**config.mk**
```make
export PLATFORM = sky130hd
export DESIGN_NAME = eitf_top
export DESIGN_NICKNAME = d
export VERILOG_FILES = /design/src/eitf_pkg.sv /design/src/eitf_ext_chan.sv /design/src/eitf_top.sv
export SDC_FILE = /design/constraint.sdc
export NUM_CORES = 1
export LEC_CHECK = 0
export BUFFER_PORTS_ARGS = -buffer_cell sky130_fd_sc_hd__buf_4
export CAP_MARGIN = 30
export CORE_ASPECT_RATIO = 0.5
export CORE_MARGIN = 2
export CORE_UTILIZATION = 46
export CTS_CLUSTER_DIAMETER = 120
export DETAILED_ROUTE_END_ITERATION = 10
export PLACE_DENSITY_LB_ADDON = 0.12
export SETUP_SLACK_MARGIN = 0.4
export SYNTH_ARGS = -nofsm -noshare
export SYNTH_HDL_FRONTEND = slang
export SYNTH_HIERARCHICAL = 1
export SYNTH_SLANG_ARGS = --single-unit
export TNS_END_PERCENT = 100
```
**constraint.sdc**
```tcl
create_clock -name ref_clk_i -period 3.9 [get_ports ref_clk_i]
set_clock_uncertainty 0.2 [all_clocks]
set_input_delay 0 -clock ref_clk_i [delete_from_list [all_inputs] [get_ports ref_clk_i]]
set_output_delay 0 -clock ref_clk_i [all_outputs]
set_load 0.03 [all_outputs]
```
**src/eitf_pkg.sv**
```systemverilog
// eitf_pkg: constants and carrier types for the external interrupt and timer 0 flag block.
// assumes a 32-bit APB master and a single 10 MHz system clock.
package eitf_pkg;

   // register byte offsets
   localparam logic [7:0] CTRL_OFS = 8'h00;
   localparam logic [7:0] CFG_OFS = 8'h04;
   localparam logic [7:0] IRQ_STAT_OFS = 8'h08;
   localparam logic [7:0] IRQ_MASK_OFS = 8'h0c;

   // control register field positions
   localparam int unsigned CTRL_T0_OVF = 5;
   localparam int unsigned CTRL_T0_RUN = 4;
   localparam int unsigned CTRL_EXT1_FLAG = 3;
   localparam int unsigned CTRL_EXT1_TYPE = 2;
   localparam int unsigned CTRL_EXT0_FLAG = 1;
   localparam int unsigned CTRL_EXT0_TYPE = 0;

   // configuration register field positions
   localparam int unsigned CFG_EXT0_POL = 0;
   localparam int unsigned CFG_EXT1_POL = 1;
   localparam int unsigned CFG_T0_GATE = 2;

   // interrupt status and mask field positions
   localparam int unsigned IRQ_EXT0 = 0;
   localparam int unsigned IRQ_EXT1 = 1;
   localparam int unsigned IRQ_T0 = 2;

   // values after reset
   localparam logic [7:0] CTRL_RST = 8'h00;
   localparam logic [2:0] CFG_RST = 3'h0;
   localparam logic [2:0] IRQ_STAT_RST = 3'h0;
   localparam logic [2:0] IRQ_MASK_RST = 3'h0;

   // apb request from the master
   typedef struct packed {
      logic psel;
      logic penable;
      logic pwrite;
      logic [7:0] paddr;
      logic [31:0] pwdata;
   } eitf_apb_req_t;

   // apb answer to the master
   typedef struct packed {
      logic [31:0] prdata;
      logic pready;
      logic pslverr;
   } eitf_apb_rsp_t;

   // one external input after polarity
   typedef struct packed {
      logic active;
      logic edge_ev;
   } eitf_chan_t;

   // state of one input channel
   typedef struct packed {
      logic active;
   } eitf_chan_state_t;

   // state of the top module
   typedef struct packed {
      logic [7:0] ctrl;
      logic [2:0] cfg;
      logic [2:0] irq_status;
      logic [2:0] irq_mask;
      logic irq;
      logic t0_count_en;
      eitf_apb_rsp_t rsp;
   } eitf_state_t;

endpackage : eitf_pkg

```
**src/eitf_ext_chan.sv**
```systemverilog
// eitf_ext_chan: polarity correction and edge detection for one external input.
// assumes the pin is already synchronous to ref_clk_i.
`timescale 1ns/1ps
module eitf_ext_chan
(
   // clock and reset
   input wire logic ref_clk_i,
   input wire logic rst_i,
   // pin and its configured sense
   input wire logic pin_i,
   input wire logic polarity_i,
   // corrected level and edge pulse
   output eitf_pkg::eitf_chan_t chan_o
);

   eitf_pkg::eitf_chan_state_t st_q;
   eitf_pkg::eitf_chan_state_t st_d;
   logic active;

   // polarity 1 means active high, 0 active low
   assign active = polarity_i ? pin_i : ~pin_i;
   // one driver for the whole carrier, level and edge pulse together
   // a polarity flip can itself look like an edge; software should set polarity before edge mode
   assign chan_o = '{active: active, edge_ev: active & ~st_q.active};

   // next state
   always_comb
   begin
      st_d = st_q;
      st_d.active = active;
   end

   // state register
   always_ff @(posedge ref_clk_i)
   begin
      if (rst_i)
      begin
         st_q <= '0;
      end
      else
      begin
         st_q <= st_d;
      end
   end

endmodule : eitf_ext_chan

```
**src/eitf_top.sv**
```systemverilog
// eitf_top: timer 0 flag, run bit and two external interrupt flags behind an APB slave.
// assumes inputs synchronous to ref_clk_i and one-cycle vectoring pulses from the CPU.
// Notes on behaviour
// The interrupt 1 flag is set by an edge or a level on its input, as its type bit selects.
// In level mode the interrupt 1 flag is forced to one while its input is active.
// The interrupt 0 flag is set by an edge or a level on its input, as its type bit selects.
// In level mode the interrupt 0 flag is forced to one while its input is active.
// In edge mode each external flag clears itself when the CPU vectors to its handler.
// Software clears either external flag by writing zero to it, in either mode.
// The interrupt 1 type bit picks level (0) or edge (1), with polarity from its own bit.
// The interrupt 0 type bit picks level (0) or edge (1), with polarity from its own bit.
// The timer 0 overflow flag at bit 5 is set when the timer 0 counter overflows.
// The run bit at bit 4 enables counting when gate control is zero or interrupt 0 is active.
// The timer 0 overflow flag clears on vectoring to its handler and may be cleared by software.
`timescale 1ns/1ps
module eitf_top
(
   // clock and reset
   input wire logic ref_clk_i,
   input wire logic rst_i,
   // register bus
   input eitf_pkg::eitf_apb_req_t apb_req_i,
   output eitf_pkg::eitf_apb_rsp_t apb_rsp_o,
   // external inputs and timer event
   input wire logic ext0_input_i,
   input wire logic ext1_input_i,
   input wire logic t0_overflow_i,
   // cpu vectoring acknowledges
   input wire logic vec_ext0_i,
   input wire logic vec_ext1_i,
   input wire logic vec_t0_i,
   // flags and enables toward cpu and timer
   output logic ext0_pending_flag_o,
   output logic ext1_pending_flag_o,
   output logic t0_overflow_flag_o,
   output logic t0_count_en_o,
   output logic irq_o
);

   eitf_pkg::eitf_state_t st_q;
   eitf_pkg::eitf_state_t st_d;
   eitf_pkg::eitf_chan_t ch0;
   eitf_pkg::eitf_chan_t ch1;
   logic setup;
   logic access;
   logic wr_ctrl;
   logic wr_stat;
   logic wr_mask;
   logic wr_cfg;

   // next flag value; the set always wins over any clear in the same cycle
   function automatic logic flag_next(input logic is_edge, input logic flag, input logic active,
                                      input logic edge_ev, input logic vec, input logic sw_clr);
      if (is_edge)
      begin
         flag_next = edge_ev | (flag & ~(vec | sw_clr));
      end
      else
      begin
         flag_next = active | (flag & ~sw_clr);
      end
   endfunction : flag_next

   // read data mux; unmapped addresses read zero
   function automatic logic [31:0] rd_mux(input logic [7:0] addr, input eitf_pkg::eitf_state_t s);
      unique case (addr)
         eitf_pkg::CTRL_OFS: rd_mux = {24'h000000, s.ctrl};
         eitf_pkg::CFG_OFS: rd_mux = {29'h00000000, s.cfg};
         eitf_pkg::IRQ_STAT_OFS: rd_mux = {29'h00000000, s.irq_status};
         eitf_pkg::IRQ_MASK_OFS: rd_mux = {29'h00000000, s.irq_mask};
         default: rd_mux = 32'h00000000;
      endcase
   endfunction : rd_mux

   function automatic logic addr_hit(input logic [7:0] addr);
      addr_hit = (addr == eitf_pkg::CTRL_OFS) || (addr == eitf_pkg::CFG_OFS) ||
                 (addr == eitf_pkg::IRQ_STAT_OFS) || (addr == eitf_pkg::IRQ_MASK_OFS);
   endfunction : addr_hit

   // input channels with polarity from the configuration register
   eitf_ext_chan u_chan0
   (
      .ref_clk_i (ref_clk_i),
      .rst_i (rst_i),
      .pin_i (ext0_input_i),
      .polarity_i (st_q.cfg[eitf_pkg::CFG_EXT0_POL]),
      .chan_o (ch0)
   );

   eitf_ext_chan u_chan1
   (
      .ref_clk_i (ref_clk_i),
      .rst_i (rst_i),
      .pin_i (ext1_input_i),
      .polarity_i (st_q.cfg[eitf_pkg::CFG_EXT1_POL]),
      .chan_o (ch1)
   );

   // apb phase decode; no wait state, pready registered from setup so read data can come from a flop
   assign setup = apb_req_i.psel & ~apb_req_i.penable;
   assign access = apb_req_i.psel & apb_req_i.penable & st_q.rsp.pready;
   assign wr_ctrl = access & apb_req_i.pwrite & (apb_req_i.paddr == eitf_pkg::CTRL_OFS);
   assign wr_cfg = access & apb_req_i.pwrite & (apb_req_i.paddr == eitf_pkg::CFG_OFS);
   assign wr_stat = access & apb_req_i.pwrite & (apb_req_i.paddr == eitf_pkg::IRQ_STAT_OFS);
   assign wr_mask = access & apb_req_i.pwrite & (apb_req_i.paddr == eitf_pkg::IRQ_MASK_OFS);

   // next state
   always_comb
   begin
      st_d = st_q;
      // type and run bits are plain software bits
      if (wr_ctrl)
      begin
         st_d.ctrl[eitf_pkg::CTRL_EXT1_TYPE] = apb_req_i.pwdata[eitf_pkg::CTRL_EXT1_TYPE];
         st_d.ctrl[eitf_pkg::CTRL_EXT0_TYPE] = apb_req_i.pwdata[eitf_pkg::CTRL_EXT0_TYPE];
         st_d.ctrl[eitf_pkg::CTRL_T0_RUN] = apb_req_i.pwdata[eitf_pkg::CTRL_T0_RUN];
      end
      if (wr_cfg)
      begin
         st_d.cfg = apb_req_i.pwdata[2:0];
      end
      // external flags; writing one to a flag bit is ignored
      st_d.ctrl[eitf_pkg::CTRL_EXT1_FLAG] = flag_next(st_q.ctrl[eitf_pkg::CTRL_EXT1_TYPE],
         st_q.ctrl[eitf_pkg::CTRL_EXT1_FLAG], ch1.active, ch1.edge_ev, vec_ext1_i,
         wr_ctrl & ~apb_req_i.pwdata[eitf_pkg::CTRL_EXT1_FLAG]);
      st_d.ctrl[eitf_pkg::CTRL_EXT0_FLAG] = flag_next(st_q.ctrl[eitf_pkg::CTRL_EXT0_TYPE],
         st_q.ctrl[eitf_pkg::CTRL_EXT0_FLAG], ch0.active, ch0.edge_ev, vec_ext0_i,
         wr_ctrl & ~apb_req_i.pwdata[eitf_pkg::CTRL_EXT0_FLAG]);
      // timer 0 overflow flag, overflow wins over clears
      st_d.ctrl[eitf_pkg::CTRL_T0_OVF] = t0_overflow_i |
         (st_q.ctrl[eitf_pkg::CTRL_T0_OVF] & ~(vec_t0_i | (wr_ctrl & ~apb_req_i.pwdata[eitf_pkg::CTRL_T0_OVF])));
      // sticky events: rising of each external flag or a timer 0 overflow, write one to clear, set wins
      st_d.irq_status[eitf_pkg::IRQ_EXT0] = (st_d.ctrl[eitf_pkg::CTRL_EXT0_FLAG] & ~st_q.ctrl[eitf_pkg::CTRL_EXT0_FLAG]) |
         (st_q.irq_status[eitf_pkg::IRQ_EXT0] & ~(wr_stat & apb_req_i.pwdata[eitf_pkg::IRQ_EXT0]));
      st_d.irq_status[eitf_pkg::IRQ_EXT1] = (st_d.ctrl[eitf_pkg::CTRL_EXT1_FLAG] & ~st_q.ctrl[eitf_pkg::CTRL_EXT1_FLAG]) |
         (st_q.irq_status[eitf_pkg::IRQ_EXT1] & ~(wr_stat & apb_req_i.pwdata[eitf_pkg::IRQ_EXT1]));
      st_d.irq_status[eitf_pkg::IRQ_T0] = t0_overflow_i |
         (st_q.irq_status[eitf_pkg::IRQ_T0] & ~(wr_stat & apb_req_i.pwdata[eitf_pkg::IRQ_T0]));
      if (wr_mask)
      begin
         st_d.irq_mask = apb_req_i.pwdata[2:0];
      end
      st_d.irq = |(st_d.irq_status & st_d.irq_mask);
      // gate uses the interrupt 0 level after polarity, as the timer does
      st_d.t0_count_en = st_q.ctrl[eitf_pkg::CTRL_T0_RUN] &
         (~st_q.cfg[eitf_pkg::CFG_T0_GATE] | ch0.active);
      // apb answer: ready in the access cycle, data latched at setup
      st_d.rsp.pready = setup;
      st_d.rsp.pslverr = setup & ~addr_hit(apb_req_i.paddr);
      if (setup)
      begin
         st_d.rsp.prdata = rd_mux(apb_req_i.paddr, st_q);
      end
   end

   // state register
   always_ff @(posedge ref_clk_i)
   begin
      if (rst_i)
      begin
         st_q.ctrl <= eitf_pkg::CTRL_RST;
         st_q.cfg <= eitf_pkg::CFG_RST;
         st_q.irq_status <= eitf_pkg::IRQ_STAT_RST;
         st_q.irq_mask <= eitf_pkg::IRQ_MASK_RST;
         st_q.irq <= 1'b0;
         st_q.t0_count_en <= 1'b0;
         st_q.rsp <= '0;
      end
      else
      begin
         st_q <= st_d;
      end
   end

   // outputs straight from the state flops
   assign apb_rsp_o = st_q.rsp;
   assign ext0_pending_flag_o = st_q.ctrl[eitf_pkg::CTRL_EXT0_FLAG];
   assign ext1_pending_flag_o = st_q.ctrl[eitf_pkg::CTRL_EXT1_FLAG];
   assign t0_overflow_flag_o = st_q.ctrl[eitf_pkg::CTRL_T0_OVF];
   assign t0_count_en_o = st_q.t0_count_en;
   assign irq_o = st_q.irq;
endmodule : eitf_top
```
==> metrics.md <==
| Metric | Value |
|---|---|
| Worst hold slack | 17.2 ps |
| Worst R2R Start | apb_rsp_o[1] |
| Most used cell, CP | dlygate4sd3_1 |
| Worst Hold Launch | apb_req_i[35] |
| Synth warn | 6 |
| Cell accounting for the most synthesized area | dfxtp_1 |
| Vias in the first global route | 1118 |
| Hold Vio Cnt, Final | 0 |
| Multi-input gate area | 701 um^2 |
| I/O Buffers | 37 |
| GRT Overall Usage | 17.8% |
| Static Leak | 0.910 nW |
| Largest stage delay, worst path | 630 ps |
| Max-cap check violation count | 0 |
| Grt total ovfl | 0 |
| Vias | 1214 |
| Postcts setup bufs | 0 |
| Slowest stage cell, crit path | dlygate4sd3_1 |
| Crit path DAT | 2870 ps |
| Post-synthesis async set-or-reset flop share | 0% |
| Seq cells post-synth | 27 |
| Clk root buf | clkbuf_8 |
| Top cell family by delay on the critical path | buffers and inverters |
| Post-synth EDFFs | 0 |
| Hold path depth | 4 |
| Status | finished clean |
| Initial antenna violation count | 0 |
| Critical Path Source | apb_req_i[38] |
| Unrepaired setup endpoints after global routing | false |
| Die W | 84.1 um |
| Layout cell share with drive strength beyond 1 | 21.8% |
| Vias/cell | 4.67 |
| Peak VDD IR | 0.133 mV |
| Die Height | 44.0 um |
| Worst setup SP type | input port |
| Main area contributors after synthesis | dfxtp_1 37%, buf_4 18%, mux2i_1 5.4% |
| Worst min path class | input port to register |
| Slew Limit Fails | 0 |
| Cts bufs inserted | 3 |
| Core area | 0.00303 mm^2 |
| Ports | 90 |
| Minimum clock period | 2910 ps |
| Critical Path Stages | 9 |
| Cells after synthesis | 165 |
| Commonest non-fill, non-tap cells in the layout | 37 x buf_4, 32 x dlygate4sd3_1, 27 x dfxtp_1, 26 x conb_1, 21 x nor2_1 |
| Initial Utilization | 48.7% |
| WP data required | 3860 ps |
| Setup Crit Path Kind | input port to register |
| Crit Path Max Fanout | 4 |
| Max Clock Freq | 344 MHz |
| Primary FF master, synth | dfxtp_1 |
| CTS tree | yes |
| Pwr dens | 289 mW/mm^2 |
| CTS HTree Levels | 1 |
| Routed wire length | 3.10 mm |
| Clock sinks | 27 |
| CP Buf/Inv Count | 4 |
| Drt drc | 0 |
| Std cell rows | 14 |
| Synth-to-Final Area Change | 32.4% |
| Largest net degree at the start of global routing | 30 |
| Final Net Count | 272 |
| Final ANT Viol Nets | 0 |
| Die area | 0.00370 mm^2 |
| Synth Area per Inst | 8.94 um^2 |
| HPWL Detailed | 2.12 mm |
| CP cell instances | dlygate4sd3_1 -> buf_4 -> nor4_4 -> dlygate4sd3_1 -> nand4_2 -> dlygate4sd3_1 -> mux2i_1 -> or3_1 -> o311ai_1 |
| R2r worst-path depth | 7 |
| CP Capture Type | register |
| Seq. cell area | 541 um^2 |
| Period Utilization, post-route | 74.5% |
| Synth cell types | 36 |
| Most common cell after layout, fill and taps aside | buf_4 |
| Sequential area share after synthesis | 36.6% |
| Synth Cell Area | 0.00148 mm^2 |
| DR WL/cell | 11.9 um |
| GP Congestion | 0.841 |
| Clk_lat worst skew | 280 ps |
| Longest Clk Path Bufs | 2 |
| Fillcell total | 264 |
| Pre-Repair DR Iteration Count | 4 |
| Iteration-0 DRC count of the detailed router | 66 |
| Diodes inserted | 0 |
| Final setup viols | 0 |
| CTS resizes | 0 |
| Overall Power | 0.565 mW |
| Area share of the largest cell type after synthesis | 36.6% |
| Clock transition at the registers of the reported paths | 100 ps |
| Total Neg Setup Slack | 0 ps |
| First-pass GRT wire length | 5.10 mm |
cell families (layout without fill, tap and decap cells):
group           after synthesis  count (layout)  synth area share [%]
compound gates               19              19                  7.80
other cells                   1              26                 0.254
xor+xnor                      2               2                  1.19
flops                        27              27                  36.6
buf+inv                      47              77                  22.2
simple gates                 58              58                  21.9
mux                          11              11                  10.0
cells in the mapped netlist, drive strengths merged, types with 2 or more instances:
| library cell | number |
|---|---|
| buf | 39 |
| nand3 | 4 |
| nor3 | 2 |
| clkbuf | 4 |
| nand2 | 8 |
| dfxtp | 27 |
| xor2 | 2 |
| a211oi | 2 |
| inv | 4 |
| nand3b | 2 |
| and2 | 2 |
| nor2b | 4 |
| a22oi | 3 |
| mux2i | 8 |
| nor2 | 21 |
| and3 | 2 |
| nand4 | 5 |
| a21oi | 10 |
| mux4 | 3 |
path summary, 6_finish.rpt:
path	end	slack (ps)
hold reg to reg	apb_rsp_o[7]	260
hold / removal	apb_rsp_o[5]	20
setup reg to reg	t0_overflow_flag_o	1120
setup / recovery	irq_o	990
layer usage:
metal | track usage [%] | vias up | wire length, um
met5 | 0 | - | 0
met2 | 28.9 | 56 | 1400
met1 | 24.6 | 550 | 1480
li1 | - | 608 | -
met4 | 3.87 | 0 | 0
met3 | 4.48 | 0 | 219
where the power goes:
part	total [mW]	leakage, nW	internal, mW	switching [mW]
Clock	0.162	0.0217	0.0726	0.0898
Sequential	0.286	0.220	0.282	0.00401
Combinational	0.117	0.668	0.0476	0.0692
layout make-up:
| class | count | share of cell area [%] |
|---|---|---|
| clock buffer | 3 | 2.11 |
| clock inverter | 1 | 0.384 |
| inverter | 4 | 0.769 |
| multi-input combinational | 116 | 35.9 |
| sequential | 27 | 27.7 |
| tap | 40 | 2.56 |
| timing repair buffer | 69 | 30.6 |
flip-flops by register name, indices dropped and copies added (netlist names):
name,cells
t0_overflow_flag_o,1
t0_count_en_o,1
ext0_pending_flag_o,1
u_chan0/st_q,1
ext1_pending_flag_o,1
apb_rsp_o,8
st_q,12
irq_o,1
u_chan1/st_q,1
timing repair:
action | CTS | global route
hold buffers | 32 | 0
setup endpoints to repair | 0 | 0
hold endpoints to repair | 27 | 0
tightest hold or removal path, delay by kind of cell:
family | cells | cell delay (ps)
compound gates | 1 | 60
simple gates | 2 | 250
buf+inv | 1 | 140
per-stage QoR:
| stage | worst slack (ps) | instances | util, % | cell area [um^2] |
|---|---|---|---|---|
| final | 994 | 260 | 64.5 | 1950 |
| after floorplan | 2160 | 190 | - | 1570 |
| after global placement | 2080 | 224 | 52.3 | 1580 |
| after detailed placement | 2010 | 224 | 52.3 | 1580 |
| after global routing | 899 | 260 | 64.5 | 1950 |
| after CTS | 1040 | 260 | 64.5 | 1950 |
No activity file was read; power rests on OpenSTA's default activity.
